**src/hw/mrr_pkg.sv**
```systemverilog
// Purpose: shared constants and types for the mode register read path
// Assumes: one 50 MHz clock shared by controller and device
// Notes:   one data beat per clock cycle in this model
package mrr_pkg;

  ////////////////////////////////////////////////////////////////////////////
  // clock and widths
  localparam int unsigned CLK_PS  = 20000;
  localparam int unsigned CLK_MHZ = 50;
  localparam int unsigned DQ_W    = 32;
  localparam int unsigned CA_W    = 10;
  localparam int unsigned TMR_W   = 5;
  localparam int unsigned LAT_W   = 4;
  localparam int unsigned TSI_W   = 21;

  // least time in ps to whole cycles, rounded up, never below one
  function automatic int unsigned ps_to_cyc_up(input int unsigned ps);
    int unsigned c;
    c = (ps + CLK_PS - 1) / CLK_PS;
    return (c == 0) ? 1 : c;
  endfunction : ps_to_cyc_up

  ////////////////////////////////////////////////////////////////////////////
  // latencies and burst
  localparam int unsigned RL             = 8;
  localparam int unsigned WL             = 4;
  localparam int unsigned BL             = 8;
  localparam int unsigned MRR_BL         = 8;
  localparam int unsigned MRR_PERIOD_CYC = 4;

  localparam int unsigned DQSCK_MAX_PS   = 5500;
  localparam int unsigned WTR_PS         = 7500;
  localparam int unsigned RCD_PS         = 18000;
  localparam int unsigned DQSCK_MAX_CYC  = ps_to_cyc_up(DQSCK_MAX_PS);
  localparam int unsigned WTR_CYC        = ps_to_cyc_up(WTR_PS);
  localparam int unsigned POWERDOWN_TO_REGREAD_DELAY = ps_to_cyc_up(RCD_PS);

  localparam int unsigned MRR_TO_MRW_CYC = RL + DQSCK_MAX_CYC + MRR_BL / 2 + 1;
  localparam int unsigned RD_TO_MRR_CYC  = BL / 2;
  localparam int unsigned WR_TO_MRR_CYC  = WL + 1 + BL / 2 + WTR_CYC;
  localparam int unsigned CAP_DLY        = RL + 1;

  // sensor update interval, ms and cycles
  localparam int unsigned SENSOR_UPDATE_INTERVAL_MS = 32;
  localparam int unsigned SENSOR_INTERVAL_CYC = SENSOR_UPDATE_INTERVAL_MS * CLK_MHZ * 1000;

  ////////////////////////////////////////////////////////////////////////////
  // command encodings on the rising-edge CA bits
  localparam logic [3:0] ENC_MRR = 4'h8;
  localparam logic [3:0] ENC_MRW = 4'h0;
  localparam logic [2:0] ENC_RD  = 3'h5;
  localparam logic [2:0] ENC_WR  = 3'h1;

  ////////////////////////////////////////////////////////////////////////////
  // register addresses and fixed contents
  localparam logic [7:0] MA_TEMP      = 8'h04;
  localparam logic [7:0] MA_CAL_A     = 8'h20;
  localparam logic [7:0] MA_CAL_B     = 8'h28;
  localparam logic [7:0] MA_RSVD_MIN  = 8'h40;
  localparam logic [7:0] RSVD_DATA    = 8'h00;
  localparam logic [7:0] CAL_A_PAT    = 8'h55;
  localparam logic [7:0] CAL_B_PAT    = 8'hcc;
  localparam logic [2:0] TEMP_RST     = 3'h3;

  typedef enum logic [2:0] {
    MRR_CMD_MRR,
    MRR_CMD_MRW,
    MRR_CMD_RD,
    MRR_CMD_WR,
    MRR_CMD_PDE,
    MRR_CMD_PDX
  } mrr_cmd_t;

endpackage : mrr_pkg

```
**src/hw/mrr_if.sv**
```systemverilog
// Purpose: command/address and data strobe wires between controller and device
// Assumes: both ends on the same clock
// Notes:   data lanes carry device data only while dq_oe is high and read zero otherwise
`timescale 1ns/1ns
interface mrr_if;
  logic        cke;
  logic        cs_n;
  logic [9:0]  ca_r;
  logic [9:0]  ca_f;
  logic [31:0] dq_o;
  logic        dq_oe;
  logic        dqs_o;
  logic        dqs_oe;

  modport dev
  (
    input  cke,
    input  cs_n,
    input  ca_r,
    input  ca_f,
    output dq_o,
    output dq_oe,
    output dqs_o,
    output dqs_oe
  );

  modport ctrl
  (
    output cke,
    output cs_n,
    output ca_r,
    output ca_f,
    input  dq_o,
    input  dq_oe,
    input  dqs_o,
    input  dqs_oe
  );
endinterface : mrr_if

```
**src/hw/mrr_ctrl.sv**
```systemverilog
// Purpose: controller end issuing register reads and spacing commands
// Assumes: device answers on the same clock; one beat per clock
// Notes:   read and write data transfers themselves are not carried
`timescale 1ns/1ns
module mrr_ctrl
(
  input  wire logic              clock,
  input  wire logic              reset,
  mrr_if.ctrl                    link,
  input  wire logic              cmd_valid,
  input  wire mrr_pkg::mrr_cmd_t cmd_kind,
  input  wire logic [7:0]        cmd_addr,
  input  wire logic [7:0]        cmd_op,
  output logic                   cmd_ready,
  output logic                   rsp_valid,
  output logic [7:0]             rsp_data,
  output logic                   powered_down
);

  typedef enum logic [1:0] {
    MRR_CS_IDLE,
    MRR_CS_WAIT,
    MRR_CS_BEAT
  } mrr_cap_state_t;

  localparam int unsigned TW = mrr_pkg::TMR_W;

  // count down, but never below a newly requested spacing
  function automatic logic [TW-1:0] dec_max(input logic [TW-1:0] cur,
                                            input logic          ld,
                                            input int unsigned   gap);
    logic [TW-1:0] d;
    d = (cur == '0) ? '0 : cur - 1'b1;
    if (ld && (TW'(gap - 1) > d))
    begin
      d = TW'(gap - 1);
    end
    return d;
  endfunction : dec_max

  ////////////////////////////////////////////////////////////////////////////
  // spacing and command drive

  logic [TW-1:0]  any_reg;
  logic [TW-1:0]  any_next;
  logic [TW-1:0]  mrr_blk_reg;
  logic [TW-1:0]  mrr_blk_next;
  logic [TW-1:0]  mrw_blk_reg;
  logic [TW-1:0]  mrw_blk_next;
  logic [TW-1:0]  blk_rd;
  logic [TW-1:0]  blk_wr;
  logic           pd_reg;
  logic           pd_next;
  logic           cs_n_reg;
  logic           cs_n_next;
  logic [9:0]     ca_r_reg;
  logic [9:0]     ca_r_next;
  logic [9:0]     ca_f_reg;
  logic [9:0]     ca_f_next;
  logic           acc;
  mrr_cap_state_t cap_reg;
  mrr_cap_state_t cap_next;

  always_comb
  begin
    cmd_ready = 1'b0;
    if (pd_reg)
    begin
      cmd_ready = (cmd_kind == mrr_pkg::MRR_CMD_PDX);
    end
    else if (any_reg == '0)
    begin
      case (cmd_kind)
        mrr_pkg::MRR_CMD_MRR: cmd_ready = (mrr_blk_reg == '0) && (cap_reg == MRR_CS_IDLE);
        mrr_pkg::MRR_CMD_MRW: cmd_ready = (mrw_blk_reg == '0);
        mrr_pkg::MRR_CMD_PDE: cmd_ready = (cap_reg == MRR_CS_IDLE);
        mrr_pkg::MRR_CMD_PDX: cmd_ready = 1'b0;
        default:              cmd_ready = 1'b1;
      endcase
    end
  end

  assign acc = cmd_valid && cmd_ready;

  always_comb
  begin
    any_next     = dec_max(any_reg, acc && (cmd_kind == mrr_pkg::MRR_CMD_MRR),
                           mrr_pkg::MRR_PERIOD_CYC);
    mrw_blk_next = dec_max(mrw_blk_reg, acc && (cmd_kind == mrr_pkg::MRR_CMD_MRR),
                           mrr_pkg::MRR_TO_MRW_CYC);
    // chained loads; each stage re-adds the step the next one takes off
    blk_rd       = dec_max(mrr_blk_reg, acc && (cmd_kind == mrr_pkg::MRR_CMD_RD),
                           mrr_pkg::RD_TO_MRR_CYC) + 1'b1;
    blk_wr       = dec_max(blk_rd, acc && (cmd_kind == mrr_pkg::MRR_CMD_WR),
                           mrr_pkg::WR_TO_MRR_CYC) + 1'b1;
    mrr_blk_next = dec_max(blk_wr, acc && (cmd_kind == mrr_pkg::MRR_CMD_PDX),
                           mrr_pkg::POWERDOWN_TO_REGREAD_DELAY);
    pd_next      = pd_reg;
    if (acc && (cmd_kind == mrr_pkg::MRR_CMD_PDE))
    begin
      pd_next = 1'b1;
    end
    else if (acc && (cmd_kind == mrr_pkg::MRR_CMD_PDX))
    begin
      pd_next = 1'b0;
    end
    cs_n_next = 1'b1;
    ca_r_next = 10'h000;
    ca_f_next = 10'h000;
    if (acc)
    begin
      case (cmd_kind)
        mrr_pkg::MRR_CMD_MRR:
        begin
          cs_n_next = 1'b0;
          ca_r_next = {cmd_addr[7:2], mrr_pkg::ENC_MRR};
          ca_f_next = {8'h00, cmd_addr[1:0]};
        end
        mrr_pkg::MRR_CMD_MRW:
        begin
          cs_n_next = 1'b0;
          ca_r_next = {cmd_addr[7:2], mrr_pkg::ENC_MRW};
          ca_f_next = {cmd_op, cmd_addr[1:0]};
        end
        mrr_pkg::MRR_CMD_RD:
        begin
          cs_n_next = 1'b0;
          ca_r_next = {7'h00, mrr_pkg::ENC_RD};
        end
        mrr_pkg::MRR_CMD_WR:
        begin
          cs_n_next = 1'b0;
          ca_r_next = {7'h00, mrr_pkg::ENC_WR};
        end
        default:
        begin
          cs_n_next = 1'b1;
        end
      endcase
    end
  end

  always_ff @(posedge clock or posedge reset)
  begin
    if (reset)
    begin
      any_reg     <= '0;
      mrr_blk_reg <= '0;
      mrw_blk_reg <= '0;
      pd_reg      <= 1'b0;
      cs_n_reg    <= 1'b1;
      ca_r_reg    <= 10'h000;
      ca_f_reg    <= 10'h000;
    end
    else
    begin
      any_reg     <= any_next;
      mrr_blk_reg <= mrr_blk_next;
      mrw_blk_reg <= mrw_blk_next;
      pd_reg      <= pd_next;
      cs_n_reg    <= cs_n_next;
      ca_r_reg    <= ca_r_next;
      ca_f_reg    <= ca_f_next;
    end
  end

  ////////////////////////////////////////////////////////////////////////////
  // answer capture

  logic [mrr_pkg::LAT_W-1:0] wait_reg;
  logic [mrr_pkg::LAT_W-1:0] wait_next;
  logic [2:0]                beat_reg;
  logic [2:0]                beat_next;
  logic [7:0]                addr_reg;
  logic [7:0]                addr_next;
  logic [7:0]                byte_reg;
  logic [7:0]                byte_next;
  logic [7:0]                pat_reg;
  logic [7:0]                pat_next;
  logic                      rv_next;
  logic                      rv_reg;
  logic [7:0]                rd_next;
  logic [7:0]                rd_reg;

  always_comb
  begin
    cap_next  = cap_reg;
    wait_next = wait_reg;
    beat_next = beat_reg;
    addr_next = addr_reg;
    byte_next = byte_reg;
    pat_next  = pat_reg;
    rv_next   = 1'b0;
    rd_next   = rd_reg;
    case (cap_reg)
      MRR_CS_IDLE:
      begin
        if (acc && (cmd_kind == mrr_pkg::MRR_CMD_MRR))
        begin
          wait_next = mrr_pkg::LAT_W'(mrr_pkg::CAP_DLY);
          addr_next = cmd_addr;
          cap_next  = MRR_CS_WAIT;
        end
      end
      MRR_CS_WAIT:
      begin
        if (wait_reg == '0)
        begin
          byte_next   = link.dq_o[7:0];
          pat_next[0] = link.dq_o[0];
          beat_next   = 3'h1;
          cap_next    = MRR_CS_BEAT;
        end
        else
        begin
          wait_next = wait_reg - 1'b1;
        end
      end
      default:
      begin
        pat_next[beat_reg] = link.dq_o[0];
        beat_next          = beat_reg + 1'b1;
        if (beat_reg == 3'h7)
        begin
          rv_next  = 1'b1;
          rd_next  = ((addr_reg == mrr_pkg::MA_CAL_A) || (addr_reg == mrr_pkg::MA_CAL_B)) ? pat_next : byte_reg;
          cap_next = MRR_CS_IDLE;
        end
      end
    endcase
  end

  always_ff @(posedge clock or posedge reset)
  begin
    if (reset)
    begin
      cap_reg  <= MRR_CS_IDLE;
      wait_reg <= '0;
      beat_reg <= 3'h0;
      addr_reg <= 8'h00;
      byte_reg <= 8'h00;
      pat_reg  <= 8'h00;
      rv_reg   <= 1'b0;
      rd_reg   <= 8'h00;
    end
    else
    begin
      cap_reg  <= cap_next;
      wait_reg <= wait_next;
      beat_reg <= beat_next;
      addr_reg <= addr_next;
      byte_reg <= byte_next;
      pat_reg  <= pat_next;
      rv_reg   <= rv_next;
      rd_reg   <= rd_next;
    end
  end

  assign link.cke     = ~pd_reg;
  assign link.cs_n    = cs_n_reg;
  assign link.ca_r    = ca_r_reg;
  assign link.ca_f    = ca_f_reg;
  assign rsp_valid    = rv_reg;
  assign rsp_data     = rd_reg;
  assign powered_down = pd_reg;

endmodule : mrr_ctrl

```
**src/flat_wrapper.sv**
```systemverilog
// flat-port wrapper written by rule: the top's interface ports become plain ports
module mrr_ctrl_flat 
  (clock, reset, cmd_valid, cmd_kind, cmd_addr, cmd_op, cmd_ready, rsp_valid, rsp_data, powered_down, link_cke, link_cs_n, link_ca_r, link_ca_f, link_dq_o, link_dq_oe, link_dqs_o, link_dqs_oe);
  mrr_if link_i ();
  input  wire logic clock;
  input  wire logic reset;
  input  wire logic cmd_valid;
  input  wire mrr_pkg::mrr_cmd_t cmd_kind;
  input  wire logic [7:0] cmd_addr;
  input  wire logic [7:0] cmd_op;
  output logic cmd_ready;
  output logic rsp_valid;
  output logic [7:0] rsp_data;
  output logic powered_down;
  output wire logic [$bits(link_i.cke)-1:0] link_cke;
  output wire logic [$bits(link_i.cs_n)-1:0] link_cs_n;
  output wire logic [$bits(link_i.ca_r)-1:0] link_ca_r;
  output wire logic [$bits(link_i.ca_f)-1:0] link_ca_f;
  input wire logic [$bits(link_i.dq_o)-1:0] link_dq_o;
  input wire logic [$bits(link_i.dq_oe)-1:0] link_dq_oe;
  input wire logic [$bits(link_i.dqs_o)-1:0] link_dqs_o;
  input wire logic [$bits(link_i.dqs_oe)-1:0] link_dqs_oe;
  assign link_cke = link_i.cke;
  assign link_cs_n = link_i.cs_n;
  assign link_ca_r = link_i.ca_r;
  assign link_ca_f = link_i.ca_f;
  assign link_i.dq_o = link_dq_o;
  assign link_i.dq_oe = link_dq_oe;
  assign link_i.dqs_o = link_dqs_o;
  assign link_i.dqs_oe = link_dqs_oe;
  mrr_ctrl u_core (.clock(clock), .reset(reset), .link(link_i), .cmd_valid(cmd_valid), .cmd_kind(cmd_kind), .cmd_addr(cmd_addr), .cmd_op(cmd_op), .cmd_ready(cmd_ready), .rsp_valid(rsp_valid), .rsp_data(rsp_data), .powered_down(powered_down));
endmodule
```
**config.mk**
```make
export PLATFORM = sky130hd
export DESIGN_NAME = mrr_ctrl_flat
export DESIGN_NICKNAME = d
export VERILOG_FILES = /design/src/hw/mrr_pkg.sv /design/src/hw/mrr_if.sv /design/src/hw/mrr_ctrl.sv /design/src/flat_wrapper.sv
export SDC_FILE = /design/constraint.sdc
export NUM_CORES = 1
export LEC_CHECK = 0
export ABC_AREA = 1
export BUFFER_PORTS_ARGS = -buffer_cell sky130_fd_sc_hd__buf_2
export CAP_MARGIN = 10
export CORE_MARGIN = 5
export CORE_UTILIZATION = 54
export CTS_CLUSTER_SIZE = 20
export DETAILED_ROUTE_END_ITERATION = 10
export GPL_ROUTABILITY_DRIVEN = 0
export PLACE_DENSITY_LB_ADDON = 0.12
export SYNTH_ARGS = -nofsm -noshare
export SYNTH_HDL_FRONTEND = slang
export SYNTH_SLANG_ARGS = --single-unit
```
**constraint.sdc**
```tcl
create_clock -name clock -period 5.1 [get_ports clock]
set_clock_uncertainty 0.05 [all_clocks]
set_input_delay 0 -clock clock [delete_from_list [all_inputs] [get_ports clock]]
set_output_delay 0 -clock clock [all_outputs]
set_load 0.01 [all_outputs]
```
=== After elaboration in Yosys (flattened, before gate mapping) ===
Cells that the tools add are included.
Widths: inputs -> output; s select.

* $add $sub $neg: 9
* $lt $le $gt $ge: 7
* Equality and inequality tests: 12
* Muxes and demuxes: 38
* Bitwise operators: 3
* Reduce and logical (&&, ||, !) cells: 33

{| class="wikitable"
|+ Operators with widths
! cell !! count
|-
| $mux 5 || 10
|-
| $pmux 10 s4 || 1
|-
| $logic_not 5->1 || 5
|-
| $sub 5x1->5 const B || 5
|-
| $mux 10 || 2
|-
| $pmux 10 s2 || 1
|-
| $eq 8x6->1 const B || 2
|-
| $logic_and 1x1->1 || 13
|-
| $add 5x1->5 const B || 2
|-
| $gt 2x5->1 const A || 2
|-
| $gt 4x5->1 const A || 2
|-
| $mux 1 || 10
|-
| $eq 3x3->1 const B || 3
|-
| $bwmux 8 || 1
|-
| $mux 4 || 2
|-
| $mux 8 || 1
|-
| $pmux 4 s2 || 1
|-
| $reduce_and 2->1 || 4
|-
| $eq 3x2->1 const B || 2
|-
| $mux 2 || 3
|-
| $pmux 3 s2 || 1
|-
| $reduce_and 3->1 || 2
|-
| $gt 1x5->1 const A || 1
|-
| $logic_not 4->1 || 1
|-
| other kinds (21) || 25
|}

* Flip-flop bits (word level): 79
* Output and inout bits: 33
* Logic and storage cells: 118

=== Depth between registers and ports, before layout ===
Gate-level depths: netlist of run 1.

* Word-level depth: 21
* Gate-level depth with buffers: 18
* Mapped depth without buffers: 18

=== Least setup slack after synthesis of run 1 ===
Ideal clock, no wire load.

* Path type: register -> register
* Start point: reg u_core.any_reg[0]
* End point: reg u_core.mrr_blk_reg[1]
* Setup time: 0.123 ns
* Arrival time: 1.704 ns
* Slack: 3.224 ns
* Cell stages (with the launch flop): 16
* Buffers on the path: 0
* Clock period less this slack: 1.876 ns
* Path through: dfrtp_1 > inv_1 > ha_1 > inv_1 > nor3_2 > nand2_1 > nor2_1 > nand2_2 > nand2_4 > nand2_4 > nor2_4 > nand2_2 > nor2_1 > nand2_1 > nor2_2 > a21oi_1

* Word-level cells in the longest chain between the ends: 19
* Elaborated cells on any way between the ends: 23
* Those cells by class: add/sub (4); order compare (2); mux (7); reduce/logical (10)

{| class="wikitable"
|+ RTL lines
! what !! line !! source
|-
| start: declaration || mrr_ctrl.sv:44 || <nowiki>logic [TW-1:0] any_reg;</nowiki>
|-
| start signal: assignment || mrr_ctrl.sv:157 || <nowiki>any_reg <= any_next;</nowiki>
|-
| $logic_not 5->1 * || mrr_ctrl.sv:71 || <nowiki>else if (any_reg == '0)</nowiki>
|-
| $mux 1 * || mrr_ctrl.sv:71 ||
|-
| $mux 1 * || mrr_ctrl.sv:67 || <nowiki>if (pd_reg)</nowiki>
|-
| net cmd_ready || flat_wrapper.sv:11 || <nowiki>output logic cmd_ready;</nowiki>
|-
| $logic_and 1x1->1 * || mrr_ctrl.sv:83 || <nowiki>assign acc = cmd_valid && cmd_ready;</nowiki>
|-
| $logic_and 1x1->1 || mrr_ctrl.sv:92 || <nowiki>blk_rd = dec_max(mrr_blk_reg, acc && (cmd_kind == mrr_pkg::MRR_CMD_RD),</nowiki>
|-
| $logic_and 1x1->1 || mrr_ctrl.sv:34 || <nowiki>if (ld && (TW'(gap - 1) > d))</nowiki>
|-
| $mux 5 || mrr_ctrl.sv:34 ||
|-
| [... 5 more ...] || - ||
|-
| $mux 5 || mrr_ctrl.sv:34 ||
|-
| $add 5x1->5 || mrr_ctrl.sv:95 || <nowiki>mrr_pkg::WR_TO_MRR_CYC) + 1'b1;</nowiki>
|-
| $sub 5x1->5 / $logic_not 5->1 (equally long branches) || mrr_ctrl.sv:33 || <nowiki>d = (cur == '0) ? '0 : cur - 1'b1;</nowiki>
|-
| $mux 5 || mrr_ctrl.sv:33 ||
|-
| $gt 1x5->1 || mrr_ctrl.sv:34 ||
|-
| $logic_and 1x1->1 || mrr_ctrl.sv:34 ||
|-
| $mux 5 * || mrr_ctrl.sv:34 ||
|-
| net u_core.mrr_blk_next[1] || mrr_ctrl.sv:47 || <nowiki>logic [TW-1:0] mrr_blk_next;</nowiki>
|-
| end signal: assignment || mrr_ctrl.sv:158 || <nowiki>mrr_blk_reg <= mrr_blk_next;</nowiki>
|-
| end: declaration || mrr_ctrl.sv:46 || <nowiki>logic [TW-1:0] mrr_blk_reg;</nowiki>
|}

Mark *: on every way through the listed nets, which the timed path passes. The rest lies on a longest branch.
A chain may end at the register's enable or synchronous reset.

=== Worst setup path in the final report of run 1 ===
* Start point: reg u_core.any_reg[0]
* End point: reg u_core.ca_r_reg[5], in the netlist u_core.link.ca_r[5]

* Word-level cells in the longest chain between the ends: 5

{| class="wikitable"
|+ RTL lines
! what !! line !! source
|-
| $logic_not 5->1 || mrr_ctrl.sv:71 ||
|-
| $mux 1 || mrr_ctrl.sv:71 ||
|-
| $mux 1 || mrr_ctrl.sv:67 ||
|-
| $logic_and 1x1->1 || mrr_ctrl.sv:83 ||
|-
| $mux 10 || mrr_ctrl.sv:110 || <nowiki>if (acc)</nowiki>
|-
| net u_core.ca_r_next[5] || mrr_ctrl.sv:57 || <nowiki>logic [9:0] ca_r_next;</nowiki>
|-
| end signal: assignment || mrr_ctrl.sv:162 || <nowiki>ca_r_reg <= ca_r_next;</nowiki>
|-
| end: declaration || mrr_ctrl.sv:56 || <nowiki>logic [9:0] ca_r_reg;</nowiki>
|}

The timed path passes the listed nets, and every way through them passes these cells.

==> impl_metrics.toml, run 1 <==
[cells_and_area]
area.sequential_sq_um = 1928
final_layout_size_suffix_gt1_frac = 0.2224
n_fill_cell = 495
final_nets = 559
area_growth_pct = 25.86
largest_register_ff_count = 10
fin_cells = 576
multi_input_area_sq_um = 1396
post_layout_utilization_of_the_core = 0.7035
num_antenna_cells = 0

[clock_tree]
cts_root_buf = "clkbuf_8"
cts-resized-gates = 0
clockBufferDepth = 2
clock_insertion_delay_at_the_later_pin_of_the_skew_report_ps = 340
cts_tree = "yes"
clk_transition_reported_paths_ps = 80
h_tree_lvls = 3
cts-hold-fix-buffers = 36
cts.sink_count = 77
cts_post_setup_buffers_inserted = 0
cts_buffers = 9

[die]
core_sq_um = 6422
placement_rows = 29
start_util = 0.5589
die_area_sq_um = 8378
die_h_um = 91.53
top_level_ports = 90
chipWidth_um = 91.53

[flow_run]
max_cap_viol_count = 0

[timing]
tns_ps = 0
actual_slew_at_the_worst_max_slew_pin_ps = 942.7
fin_crit_ps = 2645
hold_viol_final = 0
unrepaired_setup_endpoints_after_global_routing = "false"
final_min_period_over_clock_period = 0.5186
slew_viol_final = 0
layout_setup_ws_ps = 2455
timing.final.setup_violations = 0
fmaxAchievable_mhz = 378.1
slew_headroom = 0.3715

[power]
fin_total_pwr_mw = 2.046
switching_power_mw = 0.7707
power.share.combinational = 0.342
clock_power_share = 0.226
switching_share = 0.3767
power_per_cell_area_nw_per_um2 = 452.8
leakagePower_nw = 2.374
ir_drop_worst_vdd_mv = 0.2947
internal_power_mw = 1.275
seq_power_share = 0.432

[logic_synthesis]
synth.cells.most_frequent = "nand2_1, dfrtp_1, inv_1"
post-synth-top-count-cell = "nand2_1"
synth_sequential_area_ratio = 0.5371
ys_top_cells_by_area = "dfrtp_1, nand2_1, inv_1, o21ai_0, nor2_1"
syn-instance-count = 391
yosys_warnings = 0
portion_of_synthesized_cell_area_occupied_by_the_leading_cell_type = 0.5298
mappedNetlistNets = 456
synth_top_area_cell = "dfrtp_1"
async_flop_share = 1.000
postSynth.topFlopCell = "dfrtp_1"
mappedNetlistArea_sq_um = 3590
post_synth.cell_area_avg_sq_um = 9.181
post_synth_cell_types = 39
synth-edff-count = 0
postSynthRegisterBits = 77

[placed_design]
preCtsSetupSlack_ps = 2820
post-dp-hpwl_um = 5277
portBuffers = 61
place.detailed.instances = 524

[worst_setup_path]
worst_setup_path_start_kind = "flop"
worstSetupEndpointType = "flop"
worstPathMaxFanout = 12
worst_ep_required_time_ps = 5320
worstSetupPathType = "flop to flop"
critPathArrivalTime_ps = 2870

[drt]
initialDrtViolationCount = 99
drt_drc_violations_left = 0
routed-via-count = 2944
firstDrtPassIters = 4
via_per_inst = 5.111
drt.antenna.violating_nets = 0
drt-total-wl_um = 7877
detail_route.wl_per_cell_um = 13.68

[min_path]
worst_hold_path_type = "input pin to flop"

[grt]
via_count_of_the_first_global_routing_pass = 2980
grt_usage = 0.1993
grt_max_degree = 78
antenna_violations_before_repair = 0
first_pass_grt_wire_length_um = 13370
grt_remaining_overflow = 0

[status]
status = "complete, no violations"
critical path, cell delays in order, from the launching register on:
cell and delay, ps:
dfrtp_1 400, inv_1 110, ha_1 190, inv_1 80, nor3_2 130, nand2_1 140
nor2_1 130, nand2_2 80, nand2_4 90, nand2_4 120, nor2_4 150, inv_1 160
nor3_1 170, dlygate4sd3_1 570
layout make-up:
type,instances,share of cell area
Multi-Input combinational cell,248,0.3091
Timing Repair Buffer,98,0.1490
Clock buffer,11,0.03129
Inverter,60,0.04985
Sequential cell,77,0.4268
Tap cell,77,0.02132
Clock inverter,5,0.01274
layout by cell type, fill, tap and decap left out, drive strengths merged, types with 4 or more instances in the layout:
| cell type | n |
|---|---|
| nand2 | 89 |
| nand3 | 19 |
| o21ai | 31 |
| nand4 | 4 |
| o211ai | 8 |
| clkbuf | 11 |
| clkinv | 6 |
| buf | 62 |
| mux2 | 7 |
| dlygate4sd3 | 36 |
| ha | 8 |
| inv | 58 |
| nor2 | 35 |
| nor3b | 9 |
| nor3 | 14 |
| dfrtp | 76 |
| a21oi | 13 |
stage by stage:
| step | hold slack, ps | cell area [sq um] |
|---|---|---|
| 2_1_floorplan | 16.41 | 3590 |
| 3_3_place_gp | 185.2 | 3959 |
| 3_5_place_dp | 187.8 | 3959 |
| 4_1_cts | 367.2 | 4518 |
| 5_1_grt | 381.5 | 4518 |
| 6_report | 375.0 | 4518 |
kinds of logic (layout without fill, tap and decap cells):
group / after synthesis / count (layout) / share of synthesized area
DFF: 77 / 77 / 0.5371
other: 1 / 1 / 0.001045
xor gates and xnor gates: 2 / 2 / 0.004881
adders and majority gates: 8 / 8 / 0.02789
muxes: 7 / 7 / 0.02196
and+or+nand+nor: 173 / 173 / 0.2388
buffers and inverters: 66 / 174 / 0.07389
AOI/OAI and AO/OA: 57 / 57 / 0.09446
final timing paths:
path | from | to | slack [ps] | cells after the start
max in group asynchronous | reset | u_core.mrr_blk_reg[2]$_DFF_PP0_ | 3950 | 4
max reg2reg | u_core.any_reg[0]$_DFF_PP0_ | u_core.link.ca_r[5]$_DFF_PP0_ | 2450 | 13
min reg2reg | u_core.rsp_data[1]$_DFFE_PP0P_ | u_core.rsp_data[1]$_DFFE_PP0P_ | 430 | 2
min in group asynchronous | reset | u_core.beat_reg[0]$_DFFE_PP0P_ | 450 | 4
max | u_core.any_reg[0]$_DFF_PP0_ | u_core.link.ca_r[5]$_DFF_PP0_ | 2450 | 13
min | link_dq_o[1] | u_core.byte_reg[1]$_DFFE_PP0P_ | 370 | 3
per-layer routing:
layer  vias to the layer above  global-route usage  routed length [um]  part of all wire
met2                        64              0.3481                4084              0.52
met1                      1390              0.2465                3324              0.42
met4                         0             0.06910                 127             0.016
li1                       1472                   -                   -                 -
met5                         -                   0                   0                 0
met3                        18             0.03802                 340             0.043
power groups by stage:
stage               combinational [mW]  clock (mW)  sequential [mW]
CTS                              0.708       0.470            0.880
global placement                 0.651           0            0.883
detailed placement               0.678           0            0.889
global route                     0.794       0.503            0.905
floorplan                        0.538           0            0.871
finish                           0.700       0.463            0.883
Power figures use the tool's default switching activity.
==> inputs of run 2 (changes only) <==
--- a/config.mk
+++ b/config.mk
@@ -9,7 +9,7 @@
 export BUFFER_PORTS_ARGS = -buffer_cell sky130_fd_sc_hd__buf_2
 export CAP_MARGIN = 10
 export CORE_MARGIN = 5
-export CORE_UTILIZATION = 54
+export CORE_UTILIZATION = 53
 export CTS_CLUSTER_SIZE = 20
 export DETAILED_ROUTE_END_ITERATION = 10
 export GPL_ROUTABILITY_DRIVEN = 0
==> constraint.sdc (replaced) <==
create_clock -name clock -period 2.7 [get_ports clock]
set_clock_uncertainty 0.05 [all_clocks]
set_input_delay 0 -clock clock [delete_from_list [all_inputs] [get_ports clock]]
set_output_delay 0 -clock clock [all_outputs]
set_load 0.01 [all_outputs]
==> impl_metrics.toml, run 2 (same netlist as run 1, synthesis figures left out) <==
[timing]
hold_ws_ps = 217.6
unrepaired_setup_endpoints_after_global_routing = "false"
actual_slew_at_the_worst_max_slew_pin_ps = 611.0
timing.final.setup_violations = 0
fin_crit_ps = 2515
hold_viol_final = 0
tns_ps = 0
final_min_period_over_clock_period = 0.9316
slew_headroom = 0.5921
slew_viol_final = 0
layout_setup_ws_ps = 184.7
fmaxAchievable_mhz = 397.6

[power]
ir_drop_worst_vdd_mv = 0.6184
seq_power_share = 0.423
clock_power_share = 0.243
power.share.combinational = 0.335
fin_total_pwr_mw = 3.953
switching_share = 0.3705
internal_power_mw = 2.488
switching_power_mw = 1.465
leakagePower_nw = 2.389
power_per_cell_area_nw_per_um2 = 864.6

[placed_design]
preCtsSetupSlack_ps = 345.1
place_area_sq_um = 3978
post-dp-hpwl_um = 5501
place.detailed.instances = 529
portBuffers = 61

[worst_setup_path]
crit-reg2reg-capture = "u_core.link.ca_r[9]$_DFF_PP0_"
worst_setup_path_start_kind = "flop"
worstSetupStartpoint = "u_core.mrr_blk_reg[0]$_DFF_PP0_"
worst_path_max_delay_cell = "dlygate4sd3_1"
crit_path_end = "u_core.link.ca_r[9]$_DFF_PP0_"
cp_slowest_stage_delay_ps = 590
critPathArrivalTime_ps = 2740
timing.reg2reg.setup_slack_ps = 180
worstPathMaxFanout = 12
timing.critical_path.cells = "inv_1, ha_1, nand3_2, nand2_1, nand2_1, nand2_1, nand2_2, nand2_4, nand2_4, nor2_4, inv_2, nor3_1, dlygate4sd3_1"
worstSetupPathType = "flop to flop"
critical-path-top-cell-by-count = "nand2_1"
worst_ep_required_time_ps = 2930
worstSetupEndpointType = "flop"
r2r_start = "u_core.mrr_blk_reg[0]$_DFF_PP0_"
ff2ff_path_depth = 13

[grt]
grt_usage = 0.2032
grt_remaining_overflow = 0
first_pass_grt_wire_length_um = 13810
grt_max_degree = 31
via_count_of_the_first_global_routing_pass = 3044
antenna_violations_before_repair = 0

[clock_tree]
cts.sink_count = 77
h_tree_lvls = 3
clockBufferDepth = 2
cts_buffers = 9
clock_insertion_delay_at_the_later_pin_of_the_skew_report_ps = 340
cts_root_buf = "clkbuf_8"
cts_tree = "yes"
clk_transition_reported_paths_ps = 80
cts_post_setup_buffers_inserted = 0

[die]
die_h_um = 92.30
chipWidth_um = 92.30
die_area_sq_um = 8519
core_sq_um = 6681
top_level_ports = 90
placement_rows = 30
start_util = 0.5373

[cells_and_area]
post_layout_utilization_of_the_core = 0.6843
layout_common_cells = "nand2_1, dfrtp_1, buf_2"
num_antenna_cells = 0
final_layout_size_suffix_gt1_frac = 0.2271
final_cell_area_sq_um = 4572
fin_cells = 582
mostFrequentLayoutCell = "nand2_1"
final_nets = 562
n_fill_cell = 559
largest_register_ff_count = 10
area_growth_pct = 27.36

[drt]
firstDrtPassIters = 4
routed-via-count = 2919
drt-total-wl_um = 7911
drt.antenna.violating_nets = 0
drt_drc_violations_left = 0
detail_route.wl_per_cell_um = 13.59
via_per_inst = 5.015
initialDrtViolationCount = 111

[status]
status = "complete, no violations"

[min_path]
worst_hold_path_type = "input pin to async pin"

[flow_run]
max_cap_viol_count = 0
## run 2: what timing repair did
action	CTS	global route
setup endpoints to repair	0	6
gates resized for setup	0	3
hold endpoints to repair	63	0
hold buffers	37	0
## run 2: worst max-delay path, delay by kind of cell (launching register included)
family / cells / cell delay [ps]
and+or+nand+nor: 9 / 950
buffers and inverters: 3 / 800
adders and majority gates: 1 / 250
DFF: 1 / 380
## run 2: worst min path at each step
stage | end | slack, ps | depth (start not counted)
after floorplan | u_core.link.ca_r[2]$_DFF_PP0_ | 20 | 1
after global placement | u_core.mrw_blk_reg[4]$_DFF_PP0_ | 60 | 2
after detailed placement | u_core.mrw_blk_reg[4]$_DFF_PP0_ | 60 | 2
after CTS | u_core.link.ca_r[3]$_DFF_PP0_ | 220 | 3
after global routing | u_core.link.ca_r[3]$_DFF_PP0_ | 280 | 3
final | u_core.link.ca_r[3]$_DFF_PP0_ | 220 | 3
## run 2: routing by layer
metal	track usage	up-vias	share of wire
met2	0.3553	58	0.51
met4	0.08663	0	0.018
met5	0	-	0
met3	0.05118	15	0.045
li1	-	1471	-
met1	0.2360	1375	0.43
## run 2: power by group through the flow
stage / Combinational (mW) / Sequential (mW) / Clock [mW]
4_1_cts: 1.33 / 1.66 / 0.973
6_report: 1.32 / 1.67 / 0.959
5_1_grt: 1.53 / 1.72 / 1.02
3_3_place_gp: 1.23 / 1.67 / 0
2_1_floorplan: 1.02 / 1.65 / 0
3_5_place_dp: 1.28 / 1.69 / 0
## run 2: area by class of cell
cell class | instances | area (sq um) | area share
Timing Repair Buffer | 101 | 698.2 | 0.1527
Inverter | 60 | 225.2 | 0.04926
Sequential cell | 77 | 1928 | 0.4217
Tap cell | 80 | 100.1 | 0.02189
Multi-Input combinational cell | 248 | 1405 | 0.3073
Clock inverter | 5 | 83.83 | 0.01834
Clock buffer | 11 | 131.4 | 0.02874
